===== src/include/xmi_defs.vh =====
// constants for the mac-side xmii data interface
`ifndef XMI_DEFS_VH
`define XMI_DEFS_VH

// timing, in the units they are specified in
`define XMI_SYS_PERIOD_PS 5000
`define XMI_RGMII_CYC_NS 40
`define XMI_RGMII_CYC_MIN_NS 36
`define XMI_RGMII_CYC_MAX_NS 44
`define XMI_SHIFT_PS 3500
`define XMI_RMII_REF_MHZ 50
// derived cycle counts at the system clock rate
`define XMI_LINK_PERIOD_CYC ((`XMI_RGMII_CYC_NS * 1000) / `XMI_SYS_PERIOD_PS)
`define XMI_RMII_PERIOD_CYC ((1000000 / `XMI_RMII_REF_MHZ) / `XMI_SYS_PERIOD_PS)
`define XMI_SHIFT_CYC ((`XMI_SHIFT_PS + `XMI_SYS_PERIOD_PS - 1) / `XMI_SYS_PERIOD_PS)
`define XMI_STRAP_WAIT_CYC 3'h4

// register byte addresses
`define XMI_REG_CTRL 4'h0
`define XMI_REG_STATUS 4'h4

// control register fields
`define XMI_CTRL_MODE_LO 0
`define XMI_CTRL_MODE_HI 1
`define XMI_CTRL_RX_SHIFT 2
`define XMI_CTRL_TX_SHIFT 3
`define XMI_CTRL_FULL_DUPLEX 4
`define XMI_CTRL_CLKSEL_LO 5
`define XMI_CTRL_CLKSEL_HI 6
`define XMI_CTRL_RMII_MASTER 7
`define XMI_CTRL_RESET 8'h04

// interface modes
`define XMI_MODE_MII 2'h0
`define XMI_MODE_RMII 2'h1
`define XMI_MODE_RGMII 2'h2

// clock output pin selections
`define XMI_CLKSEL_NONE 2'h0
`define XMI_CLKSEL_GP1 2'h1
`define XMI_CLKSEL_GP2 2'h2
`define XMI_CLKSEL_GP3 2'h3

// axi responses
`define XMI_RESP_OKAY 2'h0
`define XMI_RESP_SLVERR 2'h2

`endif


===== src/hw/xmi_pin_sync.v =====
// three-stage pin synchroniser; output follows once stages two and three agree
`timescale 1ns/1ps
module xmi_pin_sync #(
  parameter WIDTH = 1
) (
  // clock and reset
  input wire clk_sys_i,
  input wire reset_n_i,
  // pins in, clean levels out
  input wire [WIDTH-1:0] pin_i,
  output reg [WIDTH-1:0] level_o
);

  reg [WIDTH-1:0] stage1;
  reg [WIDTH-1:0] stage2;
  reg [WIDTH-1:0] stage3;

  always @(posedge clk_sys_i or negedge reset_n_i) begin
    if (!reset_n_i) begin
      stage1 <= {WIDTH{1'b0}};
      stage2 <= {WIDTH{1'b0}};
      stage3 <= {WIDTH{1'b0}};
    end else begin
      stage1 <= pin_i;
      stage2 <= stage1;
      stage3 <= stage2;
    end
  end

  // per bit, so one settling bit does not hold back the others
  wire [WIDTH-1:0] agree = ~(stage2 ^ stage3);

  always @(posedge clk_sys_i or negedge reset_n_i) begin
    if (!reset_n_i) begin
      level_o <= {WIDTH{1'b0}};
    end else begin
      level_o <= (stage3 & agree) | (level_o & ~agree);
    end
  end

endmodule


===== src/hw/xmi_mac_if.v =====
// mac-side xmii data interface of a 10/100 phy: mii, rmii and rgmii with axi4-lite control
//
// Local design decisions: the register addresses and the AXI4-Lite slave port.
`timescale 1ns/1ps
`include "xmi_defs.vh"
module xmi_mac_if (
  // clock and reset
  input wire clk_sys_i,
  input wire reset_n_i,
  // axi4-lite register slave
  input wire [3:0] s_axi_awaddr_i,
  input wire s_axi_awvalid_i,
  output wire s_axi_awready_o,
  input wire [31:0] s_axi_wdata_i,
  input wire [3:0] s_axi_wstrb_i,
  input wire s_axi_wvalid_i,
  output wire s_axi_wready_o,
  output reg [1:0] s_axi_bresp_o,
  output reg s_axi_bvalid_o,
  input wire s_axi_bready_i,
  input wire [3:0] s_axi_araddr_i,
  input wire s_axi_arvalid_i,
  output wire s_axi_arready_o,
  output reg [31:0] s_axi_rdata_o,
  output reg [1:0] s_axi_rresp_o,
  output reg s_axi_rvalid_o,
  input wire s_axi_rready_i,
  // straps and reference oscillator
  input wire rmii_master_strap_i,
  input wire osc_in_pin_i,
  // mac transmit pins
  input wire tx_clk_i,
  input wire [3:0] tx_d_i,
  input wire tx_ctrl_i,
  // mac receive and line status pins
  output reg rx_clk_o,
  output wire [3:0] rx_d_o,
  output reg rx_ctrl_o,
  output wire crs_o,
  output wire col_o,
  output wire general_purpose_pin_one_o,
  output wire general_purpose_pin_two_o,
  // line-side byte streams
  input wire [7:0] rx_byte_i,
  input wire rx_byte_err_i,
  input wire rx_byte_valid_i,
  output wire rx_byte_ready_o,
  output reg [7:0] tx_byte_o,
  output reg tx_byte_err_o,
  output reg tx_byte_valid_o,
  output reg tx_active_o
);

  ////////////////////////////////////////////////////////////////////////////
  // control register and strap capture

  reg [7:0] ctrl;
  reg [2:0] strap_cnt;
  reg strap_done;
  reg strap_seen;
  wire strap_s;
  wire [1:0] mode = ctrl[`XMI_CTRL_MODE_HI:`XMI_CTRL_MODE_LO];
  wire [1:0] clk_sel = ctrl[`XMI_CTRL_CLKSEL_HI:`XMI_CTRL_CLKSEL_LO];
  wire rx_shift = ctrl[`XMI_CTRL_RX_SHIFT];
  wire tx_shift = ctrl[`XMI_CTRL_TX_SHIFT];
  wire rmii_master = ctrl[`XMI_CTRL_RMII_MASTER];
  wire full_duplex = ctrl[`XMI_CTRL_FULL_DUPLEX];
  wire is_mii = (mode == `XMI_MODE_MII);
  wire is_rmii = (mode == `XMI_MODE_RMII);
  wire is_rgmii = (mode == `XMI_MODE_RGMII);

  reg aw_held;
  reg [3:0] aw_addr_q;
  reg w_held;
  reg [31:0] w_data_q;
  reg [3:0] w_strb_q;
  wire wr_fire = aw_held && w_held && !s_axi_bvalid_o;

  xmi_pin_sync #(.WIDTH(1)) u_strap_sync (
    .clk_sys_i(clk_sys_i),
    .reset_n_i(reset_n_i),
    .pin_i(rmii_master_strap_i),
    .level_o(strap_s)
  );

  // the strap is caught a few cycles after release, once the synchroniser has settled
  always @(posedge clk_sys_i or negedge reset_n_i) begin
    if (!reset_n_i) begin
      ctrl <= `XMI_CTRL_RESET;
      strap_cnt <= 3'h0;
      strap_done <= 1'b0;
      strap_seen <= 1'b0;
    end else if (!strap_done) begin
      strap_cnt <= strap_cnt + 3'h1;
      if (strap_cnt == `XMI_STRAP_WAIT_CYC) begin
        strap_done <= 1'b1;
        strap_seen <= strap_s;
        if (strap_s) begin
          ctrl[`XMI_CTRL_MODE_HI:`XMI_CTRL_MODE_LO] <= `XMI_MODE_RMII;
          ctrl[`XMI_CTRL_RMII_MASTER] <= 1'b1;
          ctrl[`XMI_CTRL_CLKSEL_HI:`XMI_CTRL_CLKSEL_LO] <= `XMI_CLKSEL_GP3;
        end
      end
    end else if (wr_fire && aw_addr_q == `XMI_REG_CTRL && w_strb_q[0]) begin
      ctrl <= w_data_q[7:0];
    end
  end

  ////////////////////////////////////////////////////////////////////////////
  // axi4-lite slave: one write and one read in flight, address and data in any order

  assign s_axi_awready_o = !aw_held && !s_axi_bvalid_o;
  assign s_axi_wready_o = !w_held && !s_axi_bvalid_o;
  assign s_axi_arready_o = !s_axi_rvalid_o;

  always @(posedge clk_sys_i or negedge reset_n_i) begin
    if (!reset_n_i) begin
      aw_held <= 1'b0;
      aw_addr_q <= 4'h0;
      w_held <= 1'b0;
      w_data_q <= 32'h00000000;
      w_strb_q <= 4'h0;
      s_axi_bvalid_o <= 1'b0;
      s_axi_bresp_o <= `XMI_RESP_OKAY;
    end else begin
      if (s_axi_awvalid_i && s_axi_awready_o) begin
        aw_held <= 1'b1;
        aw_addr_q <= s_axi_awaddr_i;
      end
      if (s_axi_wvalid_i && s_axi_wready_o) begin
        w_held <= 1'b1;
        w_data_q <= s_axi_wdata_i;
        w_strb_q <= s_axi_wstrb_i;
      end
      if (wr_fire) begin
        aw_held <= 1'b0;
        w_held <= 1'b0;
        s_axi_bvalid_o <= 1'b1;
        // status is read-only; writing it is answered as an error
        s_axi_bresp_o <= (aw_addr_q == `XMI_REG_CTRL) ? `XMI_RESP_OKAY : `XMI_RESP_SLVERR;
      end else if (s_axi_bvalid_o && s_axi_bready_i) begin
        s_axi_bvalid_o <= 1'b0;
      end
    end
  end

  wire rx_busy;
  wire [31:0] status_word = {27'h0000000, strap_seen, crs_o, col_o, rx_busy, tx_active_o};

  always @(posedge clk_sys_i or negedge reset_n_i) begin
    if (!reset_n_i) begin
      s_axi_rvalid_o <= 1'b0;
      s_axi_rdata_o <= 32'h00000000;
      s_axi_rresp_o <= `XMI_RESP_OKAY;
    end else if (s_axi_arvalid_i && s_axi_arready_o) begin
      s_axi_rvalid_o <= 1'b1;
      case (s_axi_araddr_i)
        `XMI_REG_CTRL: begin
          s_axi_rdata_o <= {24'h000000, ctrl};
          s_axi_rresp_o <= `XMI_RESP_OKAY;
        end
        `XMI_REG_STATUS: begin
          s_axi_rdata_o <= status_word;
          s_axi_rresp_o <= `XMI_RESP_OKAY;
        end
        default: begin
          s_axi_rdata_o <= 32'h00000000;
          s_axi_rresp_o <= `XMI_RESP_SLVERR;
        end
      endcase
    end else if (s_axi_rvalid_o && s_axi_rready_i) begin
      s_axi_rvalid_o <= 1'b0;
    end
  end

  ////////////////////////////////////////////////////////////////////////////
  // link timing: one 40 ns phase counter; the 50 MHz reference is every fourth cycle

  localparam integer LAST_PH = `XMI_LINK_PERIOD_CYC - 1;
  localparam integer HALF_PH = `XMI_LINK_PERIOD_CYC / 2;
  localparam integer SHIFT_PH = `XMI_SHIFT_CYC;
  localparam integer RMII_LAST = `XMI_RMII_PERIOD_CYC - 1;

  reg [2:0] ph;
  reg osc_prev;
  reg clk50;
  reg [1:0] clk_pin_q;
  wire osc_s;

  always @(posedge clk_sys_i or negedge reset_n_i) begin
    if (!reset_n_i) begin
      ph <= 3'h0;
    end else if (ph == LAST_PH[2:0]) begin
      ph <= 3'h0;
    end else begin
      ph <= ph + 3'h1;
    end
  end

  xmi_pin_sync #(.WIDTH(1)) u_osc_sync (
    .clk_sys_i(clk_sys_i),
    .reset_n_i(reset_n_i),
    .pin_i(osc_in_pin_i),
    .level_o(osc_s)
  );

  always @(posedge clk_sys_i or negedge reset_n_i) begin
    if (!reset_n_i) begin
      osc_prev <= 1'b0;
      clk50 <= 1'b0;
      clk_pin_q <= `XMI_CLKSEL_NONE;
    end else begin
      osc_prev <= osc_s;
      clk50 <= ph[1];
      // the pin choice only moves while the reference is low, so the mac never sees a runt pulse
      if (ph[1:0] == 2'h1) begin
        clk_pin_q <= (is_rmii && rmii_master) ? clk_sel : `XMI_CLKSEL_NONE;
      end
    end
  end

  // slave follows the shared oscillator, master its own derived reference
  wire rmii_tick = is_rmii && (rmii_master ? (ph[1:0] == RMII_LAST[1:0]) : (osc_s && !osc_prev));
  wire l_lo = (is_mii || is_rgmii) && (ph == 3'h0);
  wire l_hi = is_rgmii && (ph == HALF_PH[2:0]);
  wire unit = l_lo || l_hi || rmii_tick;

  ////////////////////////////////////////////////////////////////////////////
  // receive path toward the mac

  reg [7:0] rx_sr;
  reg [1:0] rx_cnt;
  reg [3:0] rx_nib;
  reg rx_err_q;
  reg rx_act;
  wire [2:0] rx_rel = ph - (rx_shift ? SHIFT_PH[2:0] : 3'h0);

  // a byte starts only on a rising-edge slot, never mid-cycle
  assign rx_byte_ready_o = unit && !l_hi && (rx_cnt == 2'h0);
  assign rx_busy = rx_act;

  always @(posedge clk_sys_i or negedge reset_n_i) begin
    if (!reset_n_i) begin
      rx_sr <= 8'h00;
      rx_cnt <= 2'h0;
      rx_nib <= 4'h0;
      rx_err_q <= 1'b0;
      rx_act <= 1'b0;
      rx_ctrl_o <= 1'b0;
    end else if (unit) begin
      if (rx_byte_ready_o && rx_byte_valid_i) begin
        rx_act <= 1'b1;
        rx_err_q <= rx_byte_err_i;
        rx_ctrl_o <= 1'b1;
        if (is_rmii) begin
          rx_nib <= {2'h0, rx_byte_i[1:0]};
          rx_sr <= {2'h0, rx_byte_i[7:2]};
          rx_cnt <= 2'h3;
        end else begin
          rx_nib <= rx_byte_i[3:0];
          rx_sr <= {4'h0, rx_byte_i[7:4]};
          rx_cnt <= 2'h1;
        end
      end else if (rx_cnt != 2'h0) begin
        rx_cnt <= rx_cnt - 2'h1;
        if (is_rmii) begin
          rx_nib <= {2'h0, rx_sr[1:0]};
          rx_sr <= {2'h0, rx_sr[7:2]};
          rx_ctrl_o <= 1'b1;
        end else begin
          rx_nib <= rx_sr[3:0];
          rx_sr <= {4'h0, rx_sr[7:4]};
          // rgmii falling edge carries enable xor error
          rx_ctrl_o <= is_rgmii ? !rx_err_q : 1'b1;
        end
      end else begin
        rx_nib <= 4'h0;
        rx_act <= 1'b0;
        rx_err_q <= 1'b0;
        rx_ctrl_o <= 1'b0;
      end
    end
  end

  // rgmii align: clock edge with data; rgmii shift: edge a rounded-up 3.5 ns later; mii ignores the shift
  always @(posedge clk_sys_i or negedge reset_n_i) begin
    if (!reset_n_i) begin
      rx_clk_o <= 1'b0;
    end else if (is_rgmii) begin
      rx_clk_o <= !rx_rel[2];
    end else if (is_mii) begin
      rx_clk_o <= ph[2];
    end else begin
      rx_clk_o <= 1'b0;
    end
  end

  // rmii frees rx data bit 3, which then carries the reference out
  assign rx_d_o = {(clk_pin_q == `XMI_CLKSEL_GP3) ? clk50 : rx_nib[3], rx_nib[2:0]};
  assign general_purpose_pin_one_o = (clk_pin_q == `XMI_CLKSEL_GP1) && clk50;
  assign general_purpose_pin_two_o = (clk_pin_q == `XMI_CLKSEL_GP2) && clk50;

  ////////////////////////////////////////////////////////////////////////////
  // transmit path from the mac

  wire [5:0] tx_pins_s;
  reg tx_clk_prev;
  reg rise_d;
  reg fall_d;
  reg [7:0] tx_sr;
  reg [1:0] tx_cnt;
  reg tx_lo_en;

  xmi_pin_sync #(.WIDTH(6)) u_tx_sync (
    .clk_sys_i(clk_sys_i),
    .reset_n_i(reset_n_i),
    .pin_i({tx_clk_i, tx_ctrl_i, tx_d_i}),
    .level_o(tx_pins_s)
  );

  wire tx_clk_s = tx_pins_s[5];
  wire tx_ctl_s = tx_pins_s[4];
  wire [3:0] tx_d_s = tx_pins_s[3:0];
  wire rise_now = tx_clk_s && !tx_clk_prev;
  wire fall_now = !tx_clk_s && tx_clk_prev;
  // with tx shift the mac launches on the edge, so sampling waits one delay
  wire tx_rise = tx_shift ? rise_d : rise_now;
  wire tx_fall = tx_shift ? fall_d : fall_now;

  always @(posedge clk_sys_i or negedge reset_n_i) begin
    if (!reset_n_i) begin
      tx_clk_prev <= 1'b0;
      rise_d <= 1'b0;
      fall_d <= 1'b0;
    end else begin
      tx_clk_prev <= tx_clk_s;
      rise_d <= rise_now;
      fall_d <= fall_now;
    end
  end

  always @(posedge clk_sys_i or negedge reset_n_i) begin
    if (!reset_n_i) begin
      tx_sr <= 8'h00;
      tx_cnt <= 2'h0;
      tx_lo_en <= 1'b0;
      tx_byte_o <= 8'h00;
      tx_byte_err_o <= 1'b0;
      tx_byte_valid_o <= 1'b0;
      tx_active_o <= 1'b0;
    end else begin
      tx_byte_valid_o <= 1'b0;
      tx_byte_err_o <= 1'b0;
      if (is_rgmii) begin
        if (tx_rise) begin
          tx_sr[3:0] <= tx_d_s;
          tx_lo_en <= tx_ctl_s;
          tx_active_o <= tx_ctl_s;
        end else if (tx_fall && tx_lo_en) begin
          tx_byte_o <= {tx_d_s, tx_sr[3:0]};
          tx_byte_err_o <= tx_ctl_s ^ tx_lo_en;
          tx_byte_valid_o <= 1'b1;
          tx_lo_en <= 1'b0;
        end
      end else if ((is_mii && tx_rise) || rmii_tick) begin
        // a frame that ends mid-byte drops the partial byte
        tx_active_o <= tx_ctl_s;
        if (!tx_ctl_s) begin
          tx_cnt <= 2'h0;
        end else if (is_mii) begin
          tx_sr <= {tx_d_s, tx_sr[7:4]};
          tx_cnt <= (tx_cnt == 2'h1) ? 2'h0 : 2'h1;
          if (tx_cnt == 2'h1) begin
            tx_byte_o <= {tx_d_s, tx_sr[7:4]};
            tx_byte_valid_o <= 1'b1;
          end
        end else begin
          tx_sr <= {tx_d_s[1:0], tx_sr[7:2]};
          tx_cnt <= tx_cnt + 2'h1;
          if (tx_cnt == 2'h3) begin
            tx_byte_o <= {tx_d_s[1:0], tx_sr[7:2]};
            tx_byte_valid_o <= 1'b1;
          end
        end
      end
    end
  end

  ////////////////////////////////////////////////////////////////////////////
  // mii line status

  assign crs_o = is_mii && (tx_active_o || rx_act);
  assign col_o = is_mii && !full_duplex && tx_active_o && rx_act;

endmodule


===== config.mk =====
export PLATFORM = sky130hd
export DESIGN_NAME = xmi_mac_if
export DESIGN_NICKNAME = d
export VERILOG_FILES = /design/src/hw/xmi_pin_sync.v /design/src/hw/xmi_mac_if.v
export VERILOG_INCLUDE_DIRS = /design/src /design/src/include
export SDC_FILE = /design/constraint.sdc
export NUM_CORES = 1
export LEC_CHECK = 0
export ABC_AREA = 1
export BUFFER_PORTS_ARGS = -buffer_cell sky130_fd_sc_hd__buf_2
export CORE_ASPECT_RATIO = 1.2
export CORE_MARGIN = 3
export CORE_UTILIZATION = 53
export CTS_CLUSTER_SIZE = 12
export DETAILED_ROUTE_END_ITERATION = 8
export GPL_TIMING_DRIVEN = 0
export HOLD_SLACK_MARGIN = 0.02
export PLACE_DENSITY = 0.89
export SLEW_MARGIN = 20
export SYNTH_ARGS = -nofsm -noshare
export SYNTH_HDL_FRONTEND = slang
export SYNTH_SLANG_ARGS = --single-unit

===== constraint.sdc =====
create_clock -name clk_sys_i -period 2 [get_ports clk_sys_i]
set_input_delay 0.1 -clock clk_sys_i [delete_from_list [all_inputs] [get_ports clk_sys_i]]
set_output_delay 0.1 -clock clk_sys_i [all_outputs]
set_load 0.01 [all_outputs]

==> results.py, run 1 <==
metrics = {
    "power_and_ir_drop": {
        "power.internal_uw": 6450,
        "switching_share_pct": 31.8,
        "p_seq_share_pct": 36.5,
        "power_switching_uw": 3010,
        "total_leakage_power_uw": 0.00359,
        "powerDensity_mw_per_mm2": 1360,
        "combPwrFrac_pct": 28.1,
        "ir_worst_vdd_mv": 0.835,
        "pwr-share-clk_pct": 35.5,
    },
    "clock_network": {
        "cts_tree": "yes",
        "cts_num_sinks": 120,
        "clkLatencyLatePin_ns": 0.41,
        "root_buffer": "clkbuf_16",
        "cts_max_path_buffers": 2,
        "path_clk_slew_ns": 0.05,
        "htreeDepth": 4,
        "cts_made_buffers": 17,
    },
    "timing": {
        "holdWs_ns": 0.0490,
        "setup_violations": 0,
        "finClkSkew_ns": 0.00685,
        "period_needed_ns": 1.89,
        "fmax_ghz": 0.528,
        "grt_setup_unrepaired": "no",
        "period_share_pct": 94.7,
        "finalMaxSlewViolations": 0,
        "final_hold_viol_count": 0,
    },
    "logic_synthesis": {
        "synth_commonest_cells": "nand2_1, dfrtp_1, inv_1, nor2_1, o21ai_0",
        "syn_inst": 545,
        "ys_types": 39,
        "yosysMostFrequentCell": "nand2_1",
        "synth_edf_count": 0,
        "yosysTopAreaCell": "dfrtp_1",
        "avgSynthCellArea_sq_um": 9.70,
        "yosysTopAreaCellShare_pct": 56.3,
        "syn_area_sq_mm": 0.00529,
        "ys.flop_type": "dfrtp_1",
        "seq_area_frac_synth_pct": 56.8,
        "synthArstFlopShare_pct": 100,
        "synth_area_leaders": "dfrtp_1, nand2_1, buf_4",
        "synth_warnings": 0,
        "yosys_register_bits": 120,
    },
    "critical_path": {
        "crit_family": "buffers and inverters",
        "critPathRequiredTime_ns": 1.90,
        "cp.arrival_ns": 1.79,
        "worstRegToRegCells": 10,
        "path_buf_inv": 3,
        "worstReg2RegEnd": "rx_sr[2]",
        "worstSetupPathType": "flip-flop to primary output",
        "r2r-start": "ph[0]",
        "path_cells": "nor2_2, buf_2, nand4_1, inv_1, buf_2",
        "worst_setup_path_start_kind": "flip-flop",
        "worstSetupEndpointType": "primary output",
        "slowest_stage": "dfrtp_2",
        "r2r_setup_slack_ns": 0.21,
        "crit_path_frequent_cell": "buf_2",
        "path_max_fanout": 10,
        "cpPeakStageDelay_ns": 0.43,
    },
    "placement": {
        "place_area_sq_mm": 0.00596,
        "dp_hpwl_mm": 7.95,
        "gp_congestion": 0.871,
        "portBuffers": 78,
    },
    "detailed_routing": {
        "wl_met1_mm": 4.66,
        "routed_wl_mm": 12.0,
        "wl_met2_mm": 6.19,
        "firstDrtPassIters": 5,
        "drt_first_iter_violations": 293,
        "viasPerCell": 5.04,
        "dr_wl_met3_microns": 895,
        "drc": 0,
        "dr.max_layer_used": "met4",
        "drtAntennaViolNets": 0,
        "num_vias": 4206,
        "wl_per_cell_microns": 14.4,
    },
    "grt": {
        "grt_start_max_net_pins": 88,
        "grt_pass1_wl_mm": 20.0,
        "antenna_found_initial": 0,
        "gr-total-overflow": 0,
        "grt_pass1_vias": 4320,
        "grt_usage_pct": 22.7,
    },
    "floorplanning": {
        "start_util_pct": 55.0,
        "core_sq_mm": 0.00961,
        "dieWidth_microns": 97.2,
        "fp-row-count": 39,
        "dieArea_sq_mm": 0.0112,
        "boundaryPins": 132,
        "die_y_microns": 115,
    },
    "layout": {
        "final_cell_area_sq_mm": 0.00694,
        "utilization_pct": 72.2,
        "fillers": 676,
        "drive_above_1_share_pct": 27.1,
        "synthToLayoutAreaGrowth_pct": 31.3,
        "diodes": 0,
        "layout.nets": 780,
    },
    "min_path": {
        "hp-class": "primary input to flip-flop",
        "hold_path_depth": 3,
        "hp-start": "s_axi_wvalid_i",
        "min_to": "w_data_q[0]",
    },
    "outcome": {
        "status": "finished, final reports clean",
    },
    "job": {
        "drv_cap": 0,
    },
}
-- cells by family after synthesis --
family / count (synthesis) / share of synthesized area, %
multiplexers: 13 / 2.77
flip-flops: 120 / 56.8
buffers and inverters: 99 / 9.46
other: 1 / 0.0709
adder cells (fa/ha/maj): 18 / 3.88
AND/OR/NAND/NOR: 224 / 19.2
AO/OA/AOI/OAI: 68 / 7.45
XOR/XNOR: 2 / 0.331
-- sequential cells by signal, summed over array words and instances, names as in the netlist, 2 cells and up, named ones only --
name,flops
ctrl,8
u_tx_sync.stage3,6
u_tx_sync.stage2,6
strap_cnt,3
ph,3
rx_nib,4
tx_cnt,2
tx_byte_o,8
w_data_q,8
tx_sr,8
s_axi_rdata_o,8
rx_cnt,2
rx_sr,6
u_tx_sync.stage1,6
aw_addr_q,4
clk_pin_q,2
-- tightest hold or removal path, stage by stage --
cell,delay [ns]
buf_2,0.10
nand2_1,0.08
mux2_2,0.15
-- worst max-delay path by stage --
stage               from  cells after the start               to
3_5_place_dp   rx_cnt[0]                      9        rx_cnt[1]
3_3_place_gp   reset_n_i                      1  tx_byte_valid_o
6_report         ctrl[1]                      5            col_o
4_1_cts          ctrl[1]                      8  rx_byte_ready_o
2_1_floorplan  rx_cnt[0]                      9         rx_sr[4]
5_1_grt          ctrl[1]                      5            col_o
-- through the flow --
stage / instances / worst slack, ns / TNS [ns] / power [uW]
after global placement: 771 / -0.515 / -60.33 / 5800
after floorplan: 570 / 0.512 / 0 / 5190
after global routing: 835 / 0.0255 / 0 / 10000
final: 835 / 0.106 / 0 / 9460
after detailed placement: 772 / 0.258 / 0 / 5980
after CTS: 831 / 0.0313 / 0 / 9450
-- per-layer routing --
metal,global-route usage (%),vias to the layer above
met5,0,-
met4,8.43,0
met3,7.28,23
met2,40.5,174
met1,25.6,1994
li1,-,2015
-- cell type report --
| cell class | count | area [sq um] | share of cell area (%) |
|---|---|---|---|
| repair buffers | 112 | 744 | 10.7 |
| plain buffers | 37 | 268 | 3.86 |
| well taps | 123 | 154 | 2.22 |
| inverters | 62 | 236 | 3.41 |
| multi-input cells | 351 | 1880 | 27.1 |
| flip-flops and latches | 120 | 3010 | 43.3 |
| clock inverters | 8 | 168 | 2.41 |
| clock buffers | 22 | 484 | 6.97 |
-- power groups by stage --
stage               sequential [uW]  combinational, uW  clock (uW)
floorplan                      3430               1760           0
global placement               3430               2370           0
detailed placement             3470               2510           0
CTS                            3450               2610        3390
global route                   3520               3000        3510
finish                         3450               2650        3350
-- cells in the final DEF, fill, tap and decap left out, types with 10 or more instances in the layout --
cell type | netlist | routed
buf_2 | 4 | 81
buf_4 | 29 | 33
clkbuf_16 | 0 | 17
conb_1 | 1 | 26
dfrtp_1 | 119 | 118
dlygate4sd3_1 | 0 | 29
ha_1 | 10 | 10
inv_1 | 53 | 53
mux2_2 | 13 | 13
nand2_1 | 130 | 130
nand3_1 | 25 | 25
nand4_1 | 12 | 12
nor2_1 | 35 | 35
o211ai_1 | 13 | 13
o21ai_0 | 35 | 34
-- timing repair --
item | in CTS | in global routing
hold buffers | 29 | 0
pin swaps | 0 | 1
buffers inserted | 0 | 4
setup endpoints to repair | 1 | 2
gates resized for setup | 1 | 3
hold endpoints to repair | 147 | 0
Power figures use the tool's default switching activity.
==> inputs of run 2 (changes only) <==
--- a/config.mk
+++ b/config.mk
@@ -16,6 +16,7 @@
 export GPL_TIMING_DRIVEN = 0
 export HOLD_SLACK_MARGIN = 0.02
 export PLACE_DENSITY = 0.89
+export REMOVE_ABC_BUFFERS = 1
 export SLEW_MARGIN = 20
 export SYNTH_ARGS = -nofsm -noshare
 export SYNTH_HDL_FRONTEND = slang
==> run 2 against run 1 <==
Compared with the run above: non-clock buffer count down 38; die area unchanged; routed wire length up 2.3%; clock skew up 0.0010 ns; critical endpoint is now rx_byte_ready_o; largest power group unchanged; critical path depth up 3; power down 6.6%.
==> results.py, run 2 (synthesized netlist as in run 1, its figures left out) <==
metrics = {
    "layout": {
        "layout.nets": 742,
        "drive_above_1_share_pct": 23.5,
        "final_common_cell": "nand2_1",
        "final_cell_mix": "nand2_1, dfrtp_1, buf_2",
        "diodes": 0,
        "final_cell_area_sq_mm": 0.00660,
        "synthToLayoutAreaGrowth_pct": 24.9,
    },
    "min_path": {
        "hp-class": "primary input to flip-flop",
    },
    "grt": {
        "grt_usage_pct": 23.1,
        "gr-total-overflow": 0,
        "antenna_found_initial": 0,
        "grt_start_max_net_pins": 65,
        "grt_pass1_vias": 4121,
        "grt_pass1_wl_mm": 20.1,
    },
    "clock_network": {
        "cts_tree": "yes",
        "clkLatencyLatePin_ns": 0.41,
        "root_buffer": "clkbuf_16",
        "cts_made_buffers": 17,
        "cts_num_sinks": 120,
        "path_clk_slew_ns": 0.05,
        "cts_max_path_buffers": 2,
        "htreeDepth": 4,
    },
    "timing": {
        "setup_ws_ns": 0.115,
        "fmax_ghz": 0.530,
        "final_hold_viol_count": 0,
        "period_needed_ns": 1.89,
        "period_share_pct": 94.3,
        "finalMaxSlewViolations": 0,
        "finClkSkew_ns": 0.00786,
        "tightest_slew_ns": 0.529,
        "setup_violations": 0,
        "relSlewSlack_pct": 64.7,
        "grt_setup_unrepaired": "no",
    },
    "detailed_routing": {
        "drtAntennaViolNets": 0,
        "routed_wl_mm": 12.3,
        "drt_first_iter_violations": 317,
        "num_vias": 4187,
        "viasPerCell": 5.24,
        "drc": 0,
        "firstDrtPassIters": 5,
        "wl_per_cell_microns": 15.4,
    },
    "critical_path": {
        "worstSetupPathType": "flip-flop to primary output",
        "worst_setup_path_start_kind": "flip-flop",
        "path_max_fanout": 13,
        "cp.arrival_ns": 1.79,
        "worstSetupEndpointType": "primary output",
        "critPathRequiredTime_ns": 1.90,
    },
    "placement": {
        "portBuffers": 78,
        "dp_hpwl_mm": 7.59,
        "gp_congestion": 0.878,
        "dp_slack_ns": 0.0913,
        "place_area_sq_mm": 0.00569,
    },
    "power_and_ir_drop": {
        "ir_worst_vdd_mv": 0.847,
        "total_leakage_power_uw": 0.00334,
        "p_total_uw": 8830,
        "powerDensity_mw_per_mm2": 1340,
    },
    "floorplanning": {
        "die_y_microns": 115,
        "start_util_pct": 55.0,
        "boundaryPins": 132,
        "dieWidth_microns": 97.2,
        "core_sq_mm": 0.00961,
        "fp-row-count": 39,
        "dieArea_sq_mm": 0.0112,
    },
    "job": {
        "drv_cap": 0,
    },
    "outcome": {
        "status": "finished, final reports clean",
    },
}
==> run 2: cell types whose count changed in the layout (fill, tap and decap cells not counted), sizes merged <==
cell / delta
clkinvlp: +5
bufinv: -4
clkinv: +3
clkbuf: -3
buf: -38
dlygate4sd3: +1
==> run 2: cell type report <==
class                      instances  area (sq um)
fill                             669          3010
sequential                       120          3010
multi-input combinational        351          1910
timing repair buffer             111           739
clock buffer                      20           457
inverter                          62           233
tap                              123           154
clock inverter                    12           103
==> run 2: layer usage <==
metal,GRT usage (%),vias up,part of all wire (%)
li1,-,1949,-
met1,26.8,2008,38
met2,39.2,198,52
met3,6.56,32,7.2
met4,12.4,0,2.7
met5,0,-,0
==> run 2: worst paths after layout <==
check	slack, ns	end	from	depth (start not counted)
min in group asynchronous	0.24	aw_addr_q[0]	reset_n_i	2
min reg2reg	0.35	u_tx_sync.stage2[1]	u_tx_sync.stage1[1]	0
min	0.05	s_axi_rdata_o[3]	s_axi_araddr_i[2]	4
max reg2reg	0.16	rx_sr[4]	ctrl[1]	11
max in group asynchronous	1.07	ctrl[0]	reset_n_i	3
max	0.11	rx_byte_ready_o	ctrl[1]	8
==> run 2: worst max-delay path, stage by stage, from the launching register on <==
cell and delay (ns):
dfrtp_2 0.47, inv_2 0.12, nand2_4 0.11, nor2_4 0.14
nand2_4 0.10, nand2_8 0.10, inv_2 0.07, nor3_2 0.11
buf_2 0.16
==> run 2: power breakdown <==
group	switching [uW]	total, uW	internal [uW]
combinational	1580	2530	955
sequential	419	3480	3060
clock	1060	2820	1760
total	3060	8830	5780
==> run 2: stage by stage <==
| step | instances | hold WS [ns] | util (%) | setup TNS (ns) |
|---|---|---|---|---|
| 2_1_floorplan | 533 | -0.196 | - | 0 |
| 3_3_place_gp | 734 | 0.207 | 58.9 | -60.30 |
| 3_5_place_dp | 735 | 0.0995 | 59.2 | 0 |
| 4_1_cts | 799 | 0.0260 | 68.4 | 0 |
| 5_1_grt | 799 | 0.0785 | 68.7 | 0 |
| 6_report | 799 | 0.0512 | 68.7 | 0 |
==> run 2: timing repair <==
action	in CTS	in global routing
hold endpoints to repair	85	0
buffers inserted	2	0
gates resized for setup	4	5
pin swaps	1	1
hold buffers	30	0
endpoints found under the setup margin	3	8
==> inputs of run 3 (changes only) <==
--- a/config.mk
+++ b/config.mk
@@ -20,4 +20,6 @@
 export SLEW_MARGIN = 20
 export SYNTH_ARGS = -nofsm -noshare
 export SYNTH_HDL_FRONTEND = slang
+export SYNTH_HIERARCHICAL = 1
 export SYNTH_SLANG_ARGS = --single-unit
+export TNS_END_PERCENT = 50
==> run 3 against run 2 <==
Compared with the run above: largest cell class unchanged; cell area increased by 0.64%; clock skew increased by 0.0014 ns; core utilization increased by 0.093 points; largest power group unchanged; critical path type unchanged.
==> results.py, run 3 <==
metrics = {
    "layout": {
        "final_common_cell": "nand2_1",
        "fillers": 669,
        "diodes": 0,
        "final_cell_area_sq_mm": 0.00665,
        "fin_cells": 820,
        "drive_above_1_share_pct": 23.4,
        "final_cell_mix": "nand2_1, dfrtp_1, buf_2",
        "layout.nets": 763,
        "synthToLayoutAreaGrowth_pct": 25.3,
    },
    "placement": {
        "dp_hpwl_mm": 7.60,
        "gp_congestion": 0.872,
        "dp_cells": 753,
        "portBuffers": 78,
        "place_area_sq_mm": 0.00571,
    },
    "logic_synthesis": {
        "synthArstFlopShare_pct": 100,
        "synth_warnings": 6,
        "synth_edf_count": 0,
        "yosysTopAreaCell": "dfrtp_1",
        "seq_area_frac_synth_pct": 56.7,
        "yosysMostFrequentCell": "nand2_1",
        "yosys_register_bits": 120,
        "ys_types": 34,
        "ys.flop_type": "dfrtp_1",
        "synth_area_leaders": "dfrtp_1, nand2_1, o21ai_0",
        "syn_area_sq_mm": 0.00530,
        "syn_inst": 564,
        "yosysTopAreaCellShare_pct": 56.2,
        "synth_commonest_cells": "nand2_1, dfrtp_1, inv_1, o21ai_0, nor2_1",
        "avgSynthCellArea_sq_um": 9.40,
    },
    "grt": {
        "grt_start_max_net_pins": 67,
        "grt_usage_pct": 22.2,
        "antenna_found_initial": 0,
        "grt_pass1_vias": 4373,
        "gr-total-overflow": 0,
        "grt_pass1_wl_mm": 19.8,
    },
    "detailed_routing": {
        "firstDrtPassIters": 5,
        "drtAntennaViolNets": 0,
        "wl_per_cell_microns": 14.4,
        "viasPerCell": 5.13,
        "routed_wl_mm": 11.8,
        "num_vias": 4206,
        "drt_first_iter_violations": 249,
        "drc": 0,
    },
    "floorplanning": {
        "core_sq_mm": 0.00966,
        "dieArea_sq_mm": 0.0112,
        "start_util_pct": 54.9,
        "fp-row-count": 39,
        "boundaryPins": 132,
        "die_y_microns": 116,
        "dieWidth_microns": 97.3,
    },
    "outcome": {
        "status": "finished, final reports clean",
    },
    "timing": {
        "period_share_pct": 95.6,
        "holdWs_ns": 0.0302,
        "finalMaxSlewViolations": 0,
        "tightest_slew_ns": 0.566,
        "finClkSkew_ns": 0.00929,
        "setup_violations": 0,
        "final_hold_viol_count": 0,
        "grt_setup_unrepaired": "no",
        "period_needed_ns": 1.91,
        "fmax_ghz": 0.523,
        "relSlewSlack_pct": 62.2,
        "finalSetupTns_ns": 0,
    },
    "clock_network": {
        "cts_tree": "yes",
        "cts_max_path_buffers": 2,
        "htreeDepth": 4,
        "clkLatencyLatePin_ns": 0.41,
        "path_clk_slew_ns": 0.06,
        "cts_made_buffers": 17,
        "root_buffer": "clkbuf_16",
        "cts_num_sinks": 120,
    },
    "critical_path": {
        "worstSetupPathType": "flip-flop to primary output",
        "cp.arrival_ns": 1.81,
        "critPathRequiredTime_ns": 1.90,
        "worstSetupEndpointType": "primary output",
        "path_max_fanout": 13,
        "worst_setup_path_start_kind": "flip-flop",
    },
    "power_and_ir_drop": {
        "p_total_uw": 8640,
        "powerDensity_mw_per_mm2": 1300,
        "ir_worst_vdd_mv": 0.843,
        "total_leakage_power_uw": 0.00340,
    },
    "job": {
        "drv_cap": 0,
    },
    "min_path": {
        "hp-class": "primary input to flip-flop",
    },
}
## run 3: final timing paths
check                      cells past startpoint  slack (ns)                  end                 from
max                                            8        0.09      rx_byte_ready_o              ctrl[1]
min                                            3        0.03     s_axi_rresp_o[1]    s_axi_araddr_i[3]
max reg2reg                                   10        0.17             rx_sr[2]                ph[0]
min reg2reg                                    0        0.35  u_tx_sync/stage2[4]  u_tx_sync/stage1[4]
max in group asynchronous                      3        1.10              ctrl[2]            reset_n_i
min in group asynchronous                      2        0.20          w_data_q[6]            reset_n_i
## run 3: worst max-delay path, stage by stage (launching register included)
cell and delay [ns]:
dfrtp_2 0.45, inv_2 0.11, nand2_4 0.11, nor2_4 0.14
nand2_4 0.09, nand2_8 0.10, clkinvlp_4 0.10, nor3_2 0.13
buf_2 0.16
## run 3: cells by family after synthesis
kind of cell / count (synthesis) / synth area share, %
flops: 120 / 56.7
mux: 13 / 2.76
buf+inv: 107 / 9.93
fa+ha+maj: 10 / 2.36
xor+xnor: 2 / 0.330
compound gates: 84 / 8.78
other cells: 1 / 0.0707
simple gates: 227 / 19.1
## run 3: power by group
group          switching, uW  total (uW)  leakage (uW)  internal (uW)
Combinational           1520        2460       0.00167            938
Clock                   1100        2760      0.000254           1650
Sequential               381        3430       0.00148           3050
## run 3: routing by layer
metal  vias to the layer above  wire (microns)  global-route usage [%]
met4                         0             435                    11.5
li1                       2003               -                       -
met1                      1978            4320                    23.9
met3                        43             885                    7.71
met2                       182            6150                    39.0
met5                         -               0                       0
## run 3: timing repair
action,in CTS,in global routing
endpoints found under the setup margin,2,6
setup buffers,3,3
pin swaps,1,2
hold endpoints to repair,82,0
resized for setup,7,7
hold buffers,29,0
## run 3: cell type report
cell class / instances / area [sq um] / area share [%]
clock buffer: 19 / 453 / 6.81
clock inverter: 13 / 98.8 / 1.49
inverter: 69 / 267 / 4.01
multi-input combinational: 362 / 1910 / 28.7
sequential: 120 / 3010 / 45.3
tap: 123 / 154 / 2.32
timing repair buffer: 114 / 759 / 11.4
## run 3: per-stage QoR
stage	util [%]	setup slack (ns)
after floorplan	-	0.374
after global placement	58.7	-0.516
after detailed placement	59.1	-0.0368
after CTS	68.3	0.0199
after global routing	68.8	0.0102
final	68.8	0.0881
